## config.mk

```make
export PLATFORM = sky130hd
export DESIGN_NAME = sar_adc_sequence_control
export DESIGN_NICKNAME = d
export VERILOG_FILES = /design/src/pkg/sar_adc_sequence_control_pkg.sv /design/src/design/sar_adc_sequence_control.sv
export VERILOG_INCLUDE_DIRS = /design/src /design/src/pkg
export SDC_FILE = /design/constraint.sdc
export NUM_CORES = 1
export LEC_CHECK = 0
export BUFFER_PORTS_ARGS = -buffer_cell sky130_fd_sc_hd__clkbuf_2
export CORE_MARGIN = 5
export CORE_UTILIZATION = 55
export DETAILED_ROUTE_END_ITERATION = 10
export PLACE_DENSITY_LB_ADDON = 0.1
export REMOVE_ABC_BUFFERS = 1
export SYNTH_ARGS = -nofsm -noshare
export SYNTH_HDL_FRONTEND = slang
export SYNTH_SLANG_ARGS = --single-unit
```

## constraint.sdc

```tcl
create_clock -name ref_clk -period 6.7 [get_ports ref_clk]
set_input_delay 1.005 -clock ref_clk [delete_from_list [all_inputs] [get_ports ref_clk]]
set_output_delay 1.005 -clock ref_clk [all_outputs]
set_load 0.02 [all_outputs]
```

## src/pkg/sar_adc_sequence_control_cfg.svh

```systemverilog
// register map, field positions and reset values of the converter sequence control
`ifndef SAR_ADC_SEQUENCE_CONTROL_CFG_SVH
`define SAR_ADC_SEQUENCE_CONTROL_CFG_SVH
// ---------------------------------------------------------------
// register byte offsets
// ---------------------------------------------------------------
`define OFS_CONTROL_TWO    8'h00
`define OFS_CONTROL_THREE  8'h04
`define OFS_CH123_SELECT   8'h08
`define OFS_CH_ZERO_SELECT 8'h0c
`define OFS_RUN_CONTROL    8'h10
`define OFS_SCAN_SELECT    8'h14
`define OFS_RESULT_BASE    8'h40
// ---------------------------------------------------------------
// writable / readable masks, unimplemented bits read zero
// ---------------------------------------------------------------
`define MASK_CONTROL_TWO    16'he73f
`define MASK_CONTROL_THREE  16'h9fff
`define MASK_CH123_SELECT   16'h0707
`define MASK_CH_ZERO_SELECT 16'h9f9f
`define MASK_RUN_CONTROL    16'h00e7
`define MASK_SCAN_SELECT    16'h003f
// ---------------------------------------------------------------
// field positions
// ---------------------------------------------------------------
`define BIT_SCAN_ENABLE     10
`define BIT_CH_COUNT_HI     9
`define BIT_CH_COUNT_LO     8
`define BIT_BUFFER_HALF     7
`define BIT_RATE_HI         5
`define BIT_RATE_LO         2
`define BIT_SPLIT_BUFFER    1
`define BIT_ALTERNATE_INPUT 0
`define BIT_CLOCK_SOURCE    15
`define BIT_SAMPLE_HI       12
`define BIT_SAMPLE_LO       8
`define BIT_NEG_B_HI        10
`define BIT_POS_B_123       8
`define BIT_NEG_A_HI        2
`define BIT_POS_A_123       0
`define BIT_NEG_B_ZERO      15
`define BIT_NEG_A_ZERO      7
`define BIT_MODULE_ON       0
`define BIT_SAMPLE_REQ      1
`define BIT_AUTO_SAMPLE     2
`define BIT_TRIG_HI         7
`define BIT_TRIG_LO         5
// ---------------------------------------------------------------
// reset values and codes
// ---------------------------------------------------------------
`define RESET_REG16      16'h0000
`define TRIG_MANUAL      3'h0
`define TRIG_AUTO        3'h7
`define SPLIT_HALF_WORDS 3'h7
`endif

```

## src/pkg/sar_adc_sequence_control_pkg.sv

```systemverilog
// types of the converter sequence control
package sar_adc_sequence_control_pkg;
    typedef enum logic [1:0] {IDLE, SAMPLE, CONVERT, STORE} seq_state_t;

    typedef struct packed {
        logic       psel;
        logic       penable;
        logic       pwrite;
        logic [7:0] paddr;
        logic [31:0] pwdata;
    } apb_req_t;

    typedef struct packed {
        logic        pready;
        logic [31:0] prdata;
        logic        pslverr;
    } apb_rsp_t;

    typedef struct packed {
        logic       sampling;
        logic       convStart;
        logic [1:0] convChan;
        logic [4:0] chZeroPos;
        logic       chZeroNegIn1;
        logic       ch123PosHigh;
        logic       ch123NegGround;
        logic       rcClockSel;
        logic [2:0] referenceConfig;
    } analog_ctl_t;

    typedef struct packed {
        logic [15:0] con2;
        logic [15:0] con3;
        logic [15:0] chs123;
        logic [15:0] chs0;
        logic [15:0] runCtl;
        logic [5:0]  scanSel;
        seq_state_t  seq;
        logic [7:0]  divCnt;
        logic [4:0]  smpCnt;
        logic [1:0]  chanIdx;
        logic [3:0]  opCnt;
        logic [3:0]  wrPtr;
        logic        half;
        logic        useB;
        logic [2:0]  scanIdx;
        logic        bufWe;
        logic [3:0]  bufAddr;
        logic [9:0]  bufData;
        logic        intPulse;
        analog_ctl_t ana;
        apb_rsp_t    rsp;
    } seq_regs_t;
endpackage : sar_adc_sequence_control_pkg

```

## src/design/sar_adc_sequence_control.sv

```systemverilog
// sequence control of a four channel successive-approximation converter
`timescale 1ns/1ps
`include "sar_adc_sequence_control_cfg.svh"

module sar_adc_sequence_control (
    input  wire logic                                      ref_clk,
    input  wire logic                                      rst_b,
    input  wire sar_adc_sequence_control_pkg::apb_req_t    apbReq,
    output logic                                           pready,
    output logic [31:0]                                    prdata,
    output logic                                           pslverr,
    input  wire logic                                      rcTick,
    input  wire logic                                      extTrigger,
    input  wire logic                                      convDone,
    input  wire logic [9:0]                                convData,
    output sar_adc_sequence_control_pkg::analog_ctl_t      analogCtl,
    output logic                                           adcIntPulse,
    output logic                                           bufferHalf
);
    import sar_adc_sequence_control_pkg::*;

    // ---------------------------------------------------------------
    // functions
    // ---------------------------------------------------------------
    // next selected scan input above cur, wrapping; cur kept if none selected
    function automatic logic [2:0] next_scan(input logic [2:0] cur, input logic [5:0] sel);
        logic [2:0] res;
        logic       hit;
        logic [2:0] idx;
        res = cur;
        hit = 1'b0;
        for (int i = 1; i <= 6; i++) begin
            idx = 3'((32'(cur) + i) % 6);
            if (!hit && sel[idx]) begin
                res = idx;
                hit = 1'b1;
            end
        end
        return res;
    endfunction : next_scan

    function automatic logic [15:0] merge_write(input logic [15:0] old, input logic [31:0] wd,
                                                input logic [15:0] mask);
        return (old & ~mask) | (wd[15:0] & mask);
    endfunction : merge_write

    // ---------------------------------------------------------------
    // state
    // ---------------------------------------------------------------
    seq_regs_t   st_ff;
    seq_regs_t   nxt_st;
    logic [9:0]  resultMem [16];
    logic [9:0]  memRead;
    logic        tadTick;
    logic        takeWrite;
    logic        setup;
    logic        trigger;
    logic [1:0]  lastChan;
    logic [3:0]  wrAddr;
    logic [15:0] rd16;
    logic [2:0]  scanCur;

    assign memRead = resultMem[apbReq.paddr[5:2]];

    always_comb begin
        nxt_st = st_ff;
        nxt_st.intPulse = 1'b0;
        nxt_st.bufWe = 1'b0;
        nxt_st.rsp.pready = 1'b1;
        nxt_st.ana.convStart = 1'b0;
        setup = apbReq.psel && !apbReq.penable;
        takeWrite = apbReq.psel && apbReq.penable && apbReq.pwrite;
        rd16 = 16'h0000;

        // ---------------------------------------------------------------
        // conversion clock
        // ---------------------------------------------------------------
        // reserved divider codes are not trapped; they just run slower
        tadTick = 1'b0;
        if (st_ff.con3[`BIT_CLOCK_SOURCE]) begin
            tadTick = rcTick;
            nxt_st.divCnt = 8'h00;
        end else if (st_ff.divCnt >= st_ff.con3[7:0]) begin
            tadTick = 1'b1;
            nxt_st.divCnt = 8'h00;
        end else begin
            nxt_st.divCnt = st_ff.divCnt + 8'h01;
        end
        nxt_st.ana.rcClockSel = st_ff.con3[`BIT_CLOCK_SOURCE];
        nxt_st.ana.referenceConfig = st_ff.con2[15:13];

        // ---------------------------------------------------------------
        // register writes
        // ---------------------------------------------------------------
        if (takeWrite) begin
            unique case (apbReq.paddr)
                `OFS_CONTROL_TWO: begin
                    nxt_st.con2 = merge_write(st_ff.con2, apbReq.pwdata, `MASK_CONTROL_TWO);
                end
                `OFS_CONTROL_THREE: begin
                    nxt_st.con3 = merge_write(st_ff.con3, apbReq.pwdata, `MASK_CONTROL_THREE);
                end
                `OFS_CH123_SELECT: begin
                    nxt_st.chs123 = merge_write(st_ff.chs123, apbReq.pwdata, `MASK_CH123_SELECT);
                end
                `OFS_CH_ZERO_SELECT: begin
                    nxt_st.chs0 = merge_write(st_ff.chs0, apbReq.pwdata, `MASK_CH_ZERO_SELECT);
                end
                `OFS_RUN_CONTROL: begin
                    nxt_st.runCtl = merge_write(st_ff.runCtl, apbReq.pwdata, `MASK_RUN_CONTROL);
                end
                `OFS_SCAN_SELECT: begin
                    nxt_st.scanSel = apbReq.pwdata[5:0];
                end
                default: begin
                end
            endcase
        end

        // ---------------------------------------------------------------
        // sequencer
        // ---------------------------------------------------------------
        unique case (st_ff.con2[`BIT_CH_COUNT_HI:`BIT_CH_COUNT_LO])
            2'b00:   lastChan = 2'd0;
            2'b01:   lastChan = 2'd1;
            default: lastChan = 2'd3;
        endcase
        unique case (st_ff.runCtl[`BIT_TRIG_HI:`BIT_TRIG_LO])
            `TRIG_AUTO:   trigger = tadTick && st_ff.smpCnt == 5'd0;
            `TRIG_MANUAL: trigger = !st_ff.runCtl[`BIT_SAMPLE_REQ];
            default:      trigger = extTrigger;
        endcase
        wrAddr = st_ff.con2[`BIT_SPLIT_BUFFER] ? {st_ff.half, st_ff.wrPtr[2:0]} : st_ff.wrPtr;
        // sample an input not selected for the scan only when no input is selected at all
        scanCur = st_ff.scanSel[st_ff.scanIdx] ? st_ff.scanIdx : next_scan(st_ff.scanIdx, st_ff.scanSel);

        unique case (st_ff.seq)
            IDLE: begin
                if (st_ff.runCtl[`BIT_MODULE_ON]
                    && (st_ff.runCtl[`BIT_AUTO_SAMPLE] || st_ff.runCtl[`BIT_SAMPLE_REQ])) begin
                    nxt_st.seq = SAMPLE;
                    nxt_st.ana.sampling = 1'b1;
                    nxt_st.runCtl[`BIT_SAMPLE_REQ] = 1'b1;
                    nxt_st.smpCnt = st_ff.con3[`BIT_SAMPLE_HI:`BIT_SAMPLE_LO];
                    if (st_ff.useB) begin
                        nxt_st.ana.chZeroPos = st_ff.chs0[12:8];
                        nxt_st.ana.chZeroNegIn1 = st_ff.chs0[`BIT_NEG_B_ZERO];
                        nxt_st.ana.ch123PosHigh = st_ff.chs123[`BIT_POS_B_123];
                        nxt_st.ana.ch123NegGround = !st_ff.chs123[`BIT_NEG_B_HI];
                    end else begin
                        // scanning overrides the sample A code
                        nxt_st.ana.chZeroPos = st_ff.con2[`BIT_SCAN_ENABLE]
                                             ? {2'b00, scanCur}
                                             : st_ff.chs0[4:0];
                        if (st_ff.con2[`BIT_SCAN_ENABLE]) begin
                            nxt_st.scanIdx = scanCur;
                        end
                        nxt_st.ana.chZeroNegIn1 = st_ff.chs0[`BIT_NEG_A_ZERO];
                        nxt_st.ana.ch123PosHigh = st_ff.chs123[`BIT_POS_A_123];
                        nxt_st.ana.ch123NegGround = !st_ff.chs123[`BIT_NEG_A_HI];
                    end
                end
            end
            SAMPLE: begin
                // sample count only matters under the internal counter trigger
                if (tadTick && st_ff.smpCnt != 5'd0) begin
                    nxt_st.smpCnt = st_ff.smpCnt - 5'd1;
                end
                if (!st_ff.runCtl[`BIT_MODULE_ON]) begin
                    nxt_st.seq = IDLE;
                    nxt_st.ana.sampling = 1'b0;
                end else if (trigger) begin
                    nxt_st.seq = CONVERT;
                    nxt_st.ana.sampling = 1'b0;
                    nxt_st.runCtl[`BIT_SAMPLE_REQ] = 1'b0;
                    nxt_st.chanIdx = 2'd0;
                    nxt_st.ana.convStart = 1'b1;
                    nxt_st.ana.convChan = 2'd0;
                end
            end
            CONVERT: begin
                if (convDone) begin
                    nxt_st.bufWe = 1'b1;
                    nxt_st.bufAddr = wrAddr;
                    nxt_st.bufData = convData;
                    nxt_st.wrPtr = st_ff.wrPtr + 4'd1;
                    nxt_st.seq = STORE;
                end
            end
            STORE: begin
                // every stored channel result counts toward the interrupt
                if (st_ff.opCnt == st_ff.con2[`BIT_RATE_HI:`BIT_RATE_LO]) begin
                    nxt_st.intPulse = 1'b1;
                    nxt_st.opCnt = 4'd0;
                    nxt_st.wrPtr = 4'd0;
                    nxt_st.half = st_ff.con2[`BIT_SPLIT_BUFFER] && !st_ff.half;
                end else begin
                    nxt_st.opCnt = st_ff.opCnt + 4'd1;
                end
                if (st_ff.chanIdx != lastChan) begin
                    nxt_st.chanIdx = st_ff.chanIdx + 2'd1;
                    nxt_st.ana.convStart = 1'b1;
                    nxt_st.ana.convChan = st_ff.chanIdx + 2'd1;
                    nxt_st.seq = CONVERT;
                end else begin
                    nxt_st.seq = IDLE;
                    nxt_st.useB = st_ff.con2[`BIT_ALTERNATE_INPUT] && !st_ff.useB;
                    if (st_ff.con2[`BIT_SCAN_ENABLE] && !st_ff.useB) begin
                        nxt_st.scanIdx = next_scan(st_ff.scanIdx, st_ff.scanSel);
                    end
                end
            end
        endcase
        if (st_ff.con2[`BIT_SPLIT_BUFFER] && st_ff.wrPtr[2:0] == `SPLIT_HALF_WORDS && nxt_st.bufWe) begin
            nxt_st.wrPtr = 4'd0;
        end
        if (!st_ff.runCtl[`BIT_MODULE_ON]) begin
            nxt_st.opCnt = 4'd0;
        end

        // ---------------------------------------------------------------
        // register reads, answered with zero wait states
        // ---------------------------------------------------------------
        if (setup) begin
            nxt_st.rsp.pslverr = 1'b0;
            unique case (apbReq.paddr)
                `OFS_CONTROL_TWO: begin
                    rd16 = st_ff.con2 & `MASK_CONTROL_TWO;
                    rd16[`BIT_BUFFER_HALF] = st_ff.con2[`BIT_SPLIT_BUFFER] && st_ff.half;
                end
                `OFS_CONTROL_THREE:  rd16 = st_ff.con3 & `MASK_CONTROL_THREE;
                `OFS_CH123_SELECT:   rd16 = st_ff.chs123 & `MASK_CH123_SELECT;
                `OFS_CH_ZERO_SELECT: rd16 = st_ff.chs0 & `MASK_CH_ZERO_SELECT;
                `OFS_RUN_CONTROL:    rd16 = st_ff.runCtl & `MASK_RUN_CONTROL;
                `OFS_SCAN_SELECT:    rd16 = {10'h000, st_ff.scanSel};
                default: begin
                    if (apbReq.paddr[7:6] == 2'b01) begin
                        rd16 = {6'h00, memRead};
                    end else begin
                        nxt_st.rsp.pslverr = 1'b1;
                    end
                end
            endcase
            nxt_st.rsp.prdata = {16'h0000, rd16};
        end
    end

    // ---------------------------------------------------------------
    // registers
    // ---------------------------------------------------------------
    always_ff @(posedge ref_clk) begin
        if (!rst_b) begin
            st_ff <= '0;
        end else begin
            st_ff <= nxt_st;
        end
    end

    // result buffer holds no reset; contents are unknown until written
    always_ff @(posedge ref_clk) begin
        if (st_ff.bufWe) begin
            resultMem[st_ff.bufAddr] <= st_ff.bufData;
        end
    end

    assign pready      = st_ff.rsp.pready;
    assign prdata      = st_ff.rsp.prdata;
    assign pslverr     = st_ff.rsp.pslverr;
    assign analogCtl   = st_ff.ana;
    assign adcIntPulse = st_ff.intPulse;
    assign bufferHalf  = st_ff.half;
endmodule : sar_adc_sequence_control

```

After elaboration in Yosys (flattened, before gate mapping). Memory sizes are Yosys's and may differ from the RTL's. Cells that the tools add are included.

Add/subtract/negate cells: 11. Divide/modulo/power cells: 6. $lt $le $gt $ge: 8. Eq/ne operators: 26. Muxes and demuxes: 105. Bitwise logic cells: 7. Reduce and logical (&&, ||, !) cells: 70.

Operators by type and width (number): $mod 32x3->32 const B (6); $pmux 16 s6 (1); $mux 3 (18); $mux 1 (43); $mux 34 (1); $or 15x16->16 (2); $mux 15 (2); $lt 3x4->1 const B (7); $reduce_and 2->1 (12); $logic_and 1x1->1 (22); $ne 2x2->1 const B (11); $bmux 1 s3 (7); $mux 4 (5); $mux 5 (4); $mux 2 (9); $mux 17 (1); $eq 8x4->1 const B (2); $eq 8x5->1 const B (2); $logic_not 1->1 (16); $mux 8 (2); $or 13x16->16 (1); $or 16x11->16 (1); $or 16x8->16 (1); $add 3x3->4 const B (3); other kinds (36) (54).

Register bits after elaboration: 166. RAM bits: 160. Memories kept: 1.

Memory list: resultMem (words 16, width 10, rd ports 1, clocked after memory_dff 0, wr ports 1, line sar_adc_sequence_control.sv:52) `logic [9:0] resultMem [16];`.

Longest topological paths before layout.
Depth in word-level cells: 38. Depth in mapped cells: 17. Mapped depth without buffers: 15.

Least setup slack after synthesis. OpenSTA, ideal clock, no wires.

Path type: register to register. Start: register st_ff[68] in the netlist's numbering. End: register st_ff (netlist bit analogCtl[8]). Data arrival time: 3.782 ns. Setup slack: 2.859 ns. Stages on the path, launching flop included: 18. Period minus slack after synthesis: 3.841 ns. Cell sequence: dfxtp_1 -> buf_6 -> inv_1 -> ha_1 -> clkbuf_2 -> nand2_1 -> nand2_1 -> ha_1 -> nor2b_1 -> nand2_1 -> xnor2_1 -> a221oi_1 -> mux2i_1 -> nor3_1 -> o31ai_1 -> o21ai_2 -> a2111oi_2 -> a31o_1.

Cells in the longest elaborated chain, start to end: 23. Elaborated cells on any way between the ends: 50. Classes of those cells: add/sub: 6; div: 6; mux: 28; reduce/logical: 10.

RTL lines: start: declaration (line sar_adc_sequence_control.sv:50) `seq_regs_t st_ff;`; start signal: assignment (line sar_adc_sequence_control.sv:255) `st_ff <= nxt_st;`; $add 3x1->4 (line sar_adc_sequence_control.sv:33) `idx = 3'((32'(cur) + i) % 6);`; $mod 32x3->32 (line sar_adc_sequence_control.sv:33); $bmux 1 s3 (line sar_adc_sequence_control.sv:34) `if (!hit && sel[idx]) begin`; $mux 1 (implied by the code) (line sar_adc_sequence_control.sv:34); $mux 1 (line sar_adc_sequence_control.sv:34); $logic_not 1->1 (line sar_adc_sequence_control.sv:34); $logic_and 1x1->1 (line sar_adc_sequence_control.sv:34); $mux 1 (line sar_adc_sequence_control.sv:34); [... 7 more ...]; $logic_and 1x1->1 (line sar_adc_sequence_control.sv:34); $mux 1 (line sar_adc_sequence_control.sv:34); $logic_not 1->1 (line sar_adc_sequence_control.sv:34); $logic_and 1x1->1 (line sar_adc_sequence_control.sv:34); $mux 3 (line sar_adc_sequence_control.sv:34); $mux 3 (*) (line sar_adc_sequence_control.sv:135) `scanCur = st_ff.scanSel[st_ff.scanIdx] ? st_ff.scanIdx : next_scan(st_ff.scanIdx, st_ff.scanSel);`; $mux 5 (*) (line sar_adc_sequence_control.sv:152) `` nxt_st.ana.chZeroPos = st_ff.con2[`BIT_SCAN_ENABLE] ``; $mux 8 (*) (line sar_adc_sequence_control.sv:145) `if (st_ff.useB) begin`.

Every way passes the cells marked *; elsewhere a longest branch is shown, timed or not. The select of a mux whose other input is x is not followed. A chain may end at the register's enable or synchronous reset.

Final worst setup path. Ends and elaborated chain as after synthesis.

==> impl_metrics.py <==
metrics = {
    "global_route": {
        "grt_pass1_vias": 8806,
        "grt_pass1_wl_mm": 49.7,
        "grtUsageTotal_pct": 22.1,
        "grt_max_degree": 64,
        "grt_util_met2_pct": 37.8,
        "gr-usage-met3_pct": 3.02,
        "overflow": 0,
        "grt_use_met1_pct": 31.1,
        "gr-max-usage-layer": "met2",
        "antenna_found_initial": 0,
    },
    "timing": {
        "hold_viol": 0,
        "clock.fmax_ghz": 0.202,
        "setup_viol": 0,
        "period_share_pct": 73.9,
        "totalNegativeSetupSlack_ns": 0,
        "slew-limit-headroom_pct": 20.2,
        "rsz0062_at_grt": "false",
        "layout_min_cycle_time_ns": 4.95,
        "worst_pin_slew_ns": 1.19,
        "maxSlewViolCount": 0,
        "skew_ns": 0.0502,
    },
    "critical_path": {
        "arrival_ns": 5.43,
        "start_kind": "flop",
        "worstReg2RegStart": "st_ff[68]",
        "cp-startpoint": "st_ff[68]",
        "crit_type": "reg2reg",
        "cp_max_fo": 15,
        "crit_path_end_kind": "flop",
        "required_ns": 7.18,
    },
    "routing": {
        "via_per_inst": 5.86,
        "drtIter0Drc": 838,
        "drt_pass1_iterations": 5,
        "wirelength_mm": 31.5,
        "ant_nets": 0,
        "wl_per_cell_um": 20.3,
        "drcViolationCount": 0,
        "via_count": 9068,
    },
    "clocking": {
        "cts_buffer_depth": 3,
        "cts_root_buffer": "clkbuf_16",
        "cts_tree": "built",
        "cts_setup_buffers": 0,
        "clk_latency_ns": 0.58,
        "htree_num_levels": 1,
        "ctsResizeCount": 0,
        "path_clk_slew_ns": 0.06,
        "cts.sinks": 296,
        "numCtsBuffers": 30,
        "cts_hold_buf": 0,
    },
    "synthesis": {
        "synth_warnings": 0,
        "synth_cells": 1165,
        "ys_top_cells_by_area": "edfxtp_1, dfxtp_1, mux4_2",
        "syn-cell-area_mm2": 0.0136,
        "seq_area_frac_synth_pct": 55.4,
        "yosysTopAreaCell": "edfxtp_1",
        "synth_ff_type": "edfxtp_1",
        "synth.ff_latch_count": 296,
        "synthArstFlopShare_pct": 0,
        "yosysUniqueCellTypes": 77,
        "synth_area_per_cell_um2": 11.7,
        "synth_edf_count": 160,
        "synth_top_area_share_pct": 35.4,
    },
    "finish": {
        "diodes": 0,
        "final_layout_size_suffix_gt1_share_pct": 18.0,
        "final_nets": 1285,
        "fill_cells": 1943,
        "final_cells": 1548,
        "synthToLayoutAreaGrowth_pct": 10.0,
    },
    "hold_path": {
        "min_from": "nxt_st[35]",
        "hold_path_class": "reg2reg",
    },
    "die": {
        "die_w_um": 167,
        "die_area_mm2": 0.0279,
        "row_count": 57,
        "die_height_um": 167,
        "core-area_mm2": 0.0243,
        "io_pins": 110,
        "start_util_pct": 55.8,
    },
    "run_status": {
        "status": "finished clean",
    },
    "placement": {
        "gp_congestion": 0.869,
        "place_inst": 1492,
        "place.port_buffers": 77,
        "dpl.hpwl_mm": 21.6,
    },
    "flow_run": {
        "max_cap_viol_count": 0,
    },
    "power": {
        "p_leak_nw": 5.58,
        "irDropWorstVdd_mv": 0.277,
        "finalPower_mw": 3.66,
        "powerDensity_mw_per_mm2": 245,
    },
}
## layout make-up
class	count	area, um2	share of cell area, %
multi-input combinational	756	5430	36.3
sequential	296	7530	50.4
clock buffer	39	835	5.59
timing repair buffer	91	493	3.30
clock inverter	17	158	1.06
tap	324	405	2.71
inverter	25	95.1	0.637
## metrics by stage
stage | utilization [%] | worst slack [ns] | area (um2) | hold slack [ns]
2_1_floorplan | - | 2.69 | 13000 | 0.436
3_3_place_gp | 57.3 | 1.87 | 13900 | 0.444
3_5_place_dp | 57.3 | 1.81 | 13900 | 0.451
4_1_cts | 61.4 | 1.79 | 14900 | 0.441
5_1_grt | 61.4 | 1.36 | 14900 | 0.470
6_report | 61.4 | 1.75 | 14900 | 0.449
## layer usage
metal	vias to the layer above	share of wire, %	wire [um]
li1	4300	-	-
met1	4478	43	13600
met2	254	49	15600
met3	36	5.9	1850
met4	0	1.5	469
met5	-	0	0
## sequential cells by signal, indices dropped and copies added (netlist names)
signal       count
pslverr          1
pready           1
analogCtl       16
bufferHalf       1
prdata          16
resultMem      160
nxt_st           4
adcIntPulse      1
st_ff           96
## power breakdown
| group | leakage, nW | internal [mW] | switching (mW) | total (mW) |
|---|---|---|---|---|
| logic | 2.28 | 0.0423 | 0.0755 | 0.118 |
| registers | 2.82 | 1.90 | 0.00191 | 1.90 |
| clock network | 0.483 | 0.955 | 0.687 | 1.64 |
## cells in the mapped netlist, types with 11 or more instances
| cell type | instances |
|---|---|
| ha_1 | 27 |
| mux2i_1 | 44 |
| o21ai_0 | 38 |
| buf_4 | 48 |
| nor3_1 | 27 |
| edfxtp_1 | 160 |
| dfxtp_1 | 136 |
| inv_1 | 22 |
| nand2_1 | 129 |
| mux4_2 | 55 |
| nand2b_1 | 11 |
| xnor2_1 | 11 |
| a21oi_1 | 86 |
| nor2_1 | 113 |
| nand3_1 | 24 |
| clkbuf_1 | 41 |
## worst paths after layout
| path | end | slack (ns) | depth (start not counted) |
|---|---|---|---|
| worst min-delay path | prdata[14] | 0.45 | 2 |
| worst max register to register | analogCtl[8] | 1.75 | 15 |
| worst max-delay path | analogCtl[8] | 1.75 | 15 |
| worst min register to register | prdata[14] | 0.45 | 2 |
## cells in the final DEF, fill, tap and decap left out, drive strengths merged, types with 10 or more instances in the layout
cell,netlist,routed
ha,27,27
xor2,11,11
o21ai,42,42
nor2,113,113
buf,61,16
xnor2,11,11
mux2i,44,44
nand2,130,130
clkinv,2,15
nor3,27,27
conb,1,16
dfxtp,136,136
a21oi,86,86
mux4,55,55
inv,23,23
clkbuf,42,114
nand3,25,25
nand2b,11,11
a211oi,12,12
a22oi,10,10
edfxtp,160,160
## critical path, cell delays in order (launching register included)
cell and delay [ns]:
dfxtp_1 0.80, inv_1 0.34, ha_1 0.39, nand2_1 0.19, nand2_1 0.08, ha_1 0.30, nor2b_1 0.27, nand2_1 0.11
xnor2_1 0.14, a221oi_1 0.68, mux2i_1 0.40, nor3_1 0.09, o31ai_1 0.42, o21ai_2 0.14, a2111oi_2 0.37, a31o_1 0.15
## cells by family after synthesis
kind of cell | count (synthesis) | synth area share (%)
AO/OA/AOI/OAI | 218 | 10.2
adder cells (fa/ha/maj) | 27 | 2.49
buffers and inverters | 128 | 5.02
AND/OR/NAND/NOR | 368 | 12.4
other | 1 | 0.0276
flip-flops | 296 | 55.4
multiplexers | 105 | 12.9
XOR/XNOR | 22 | 1.56
(Power assumes the default switching activity.)
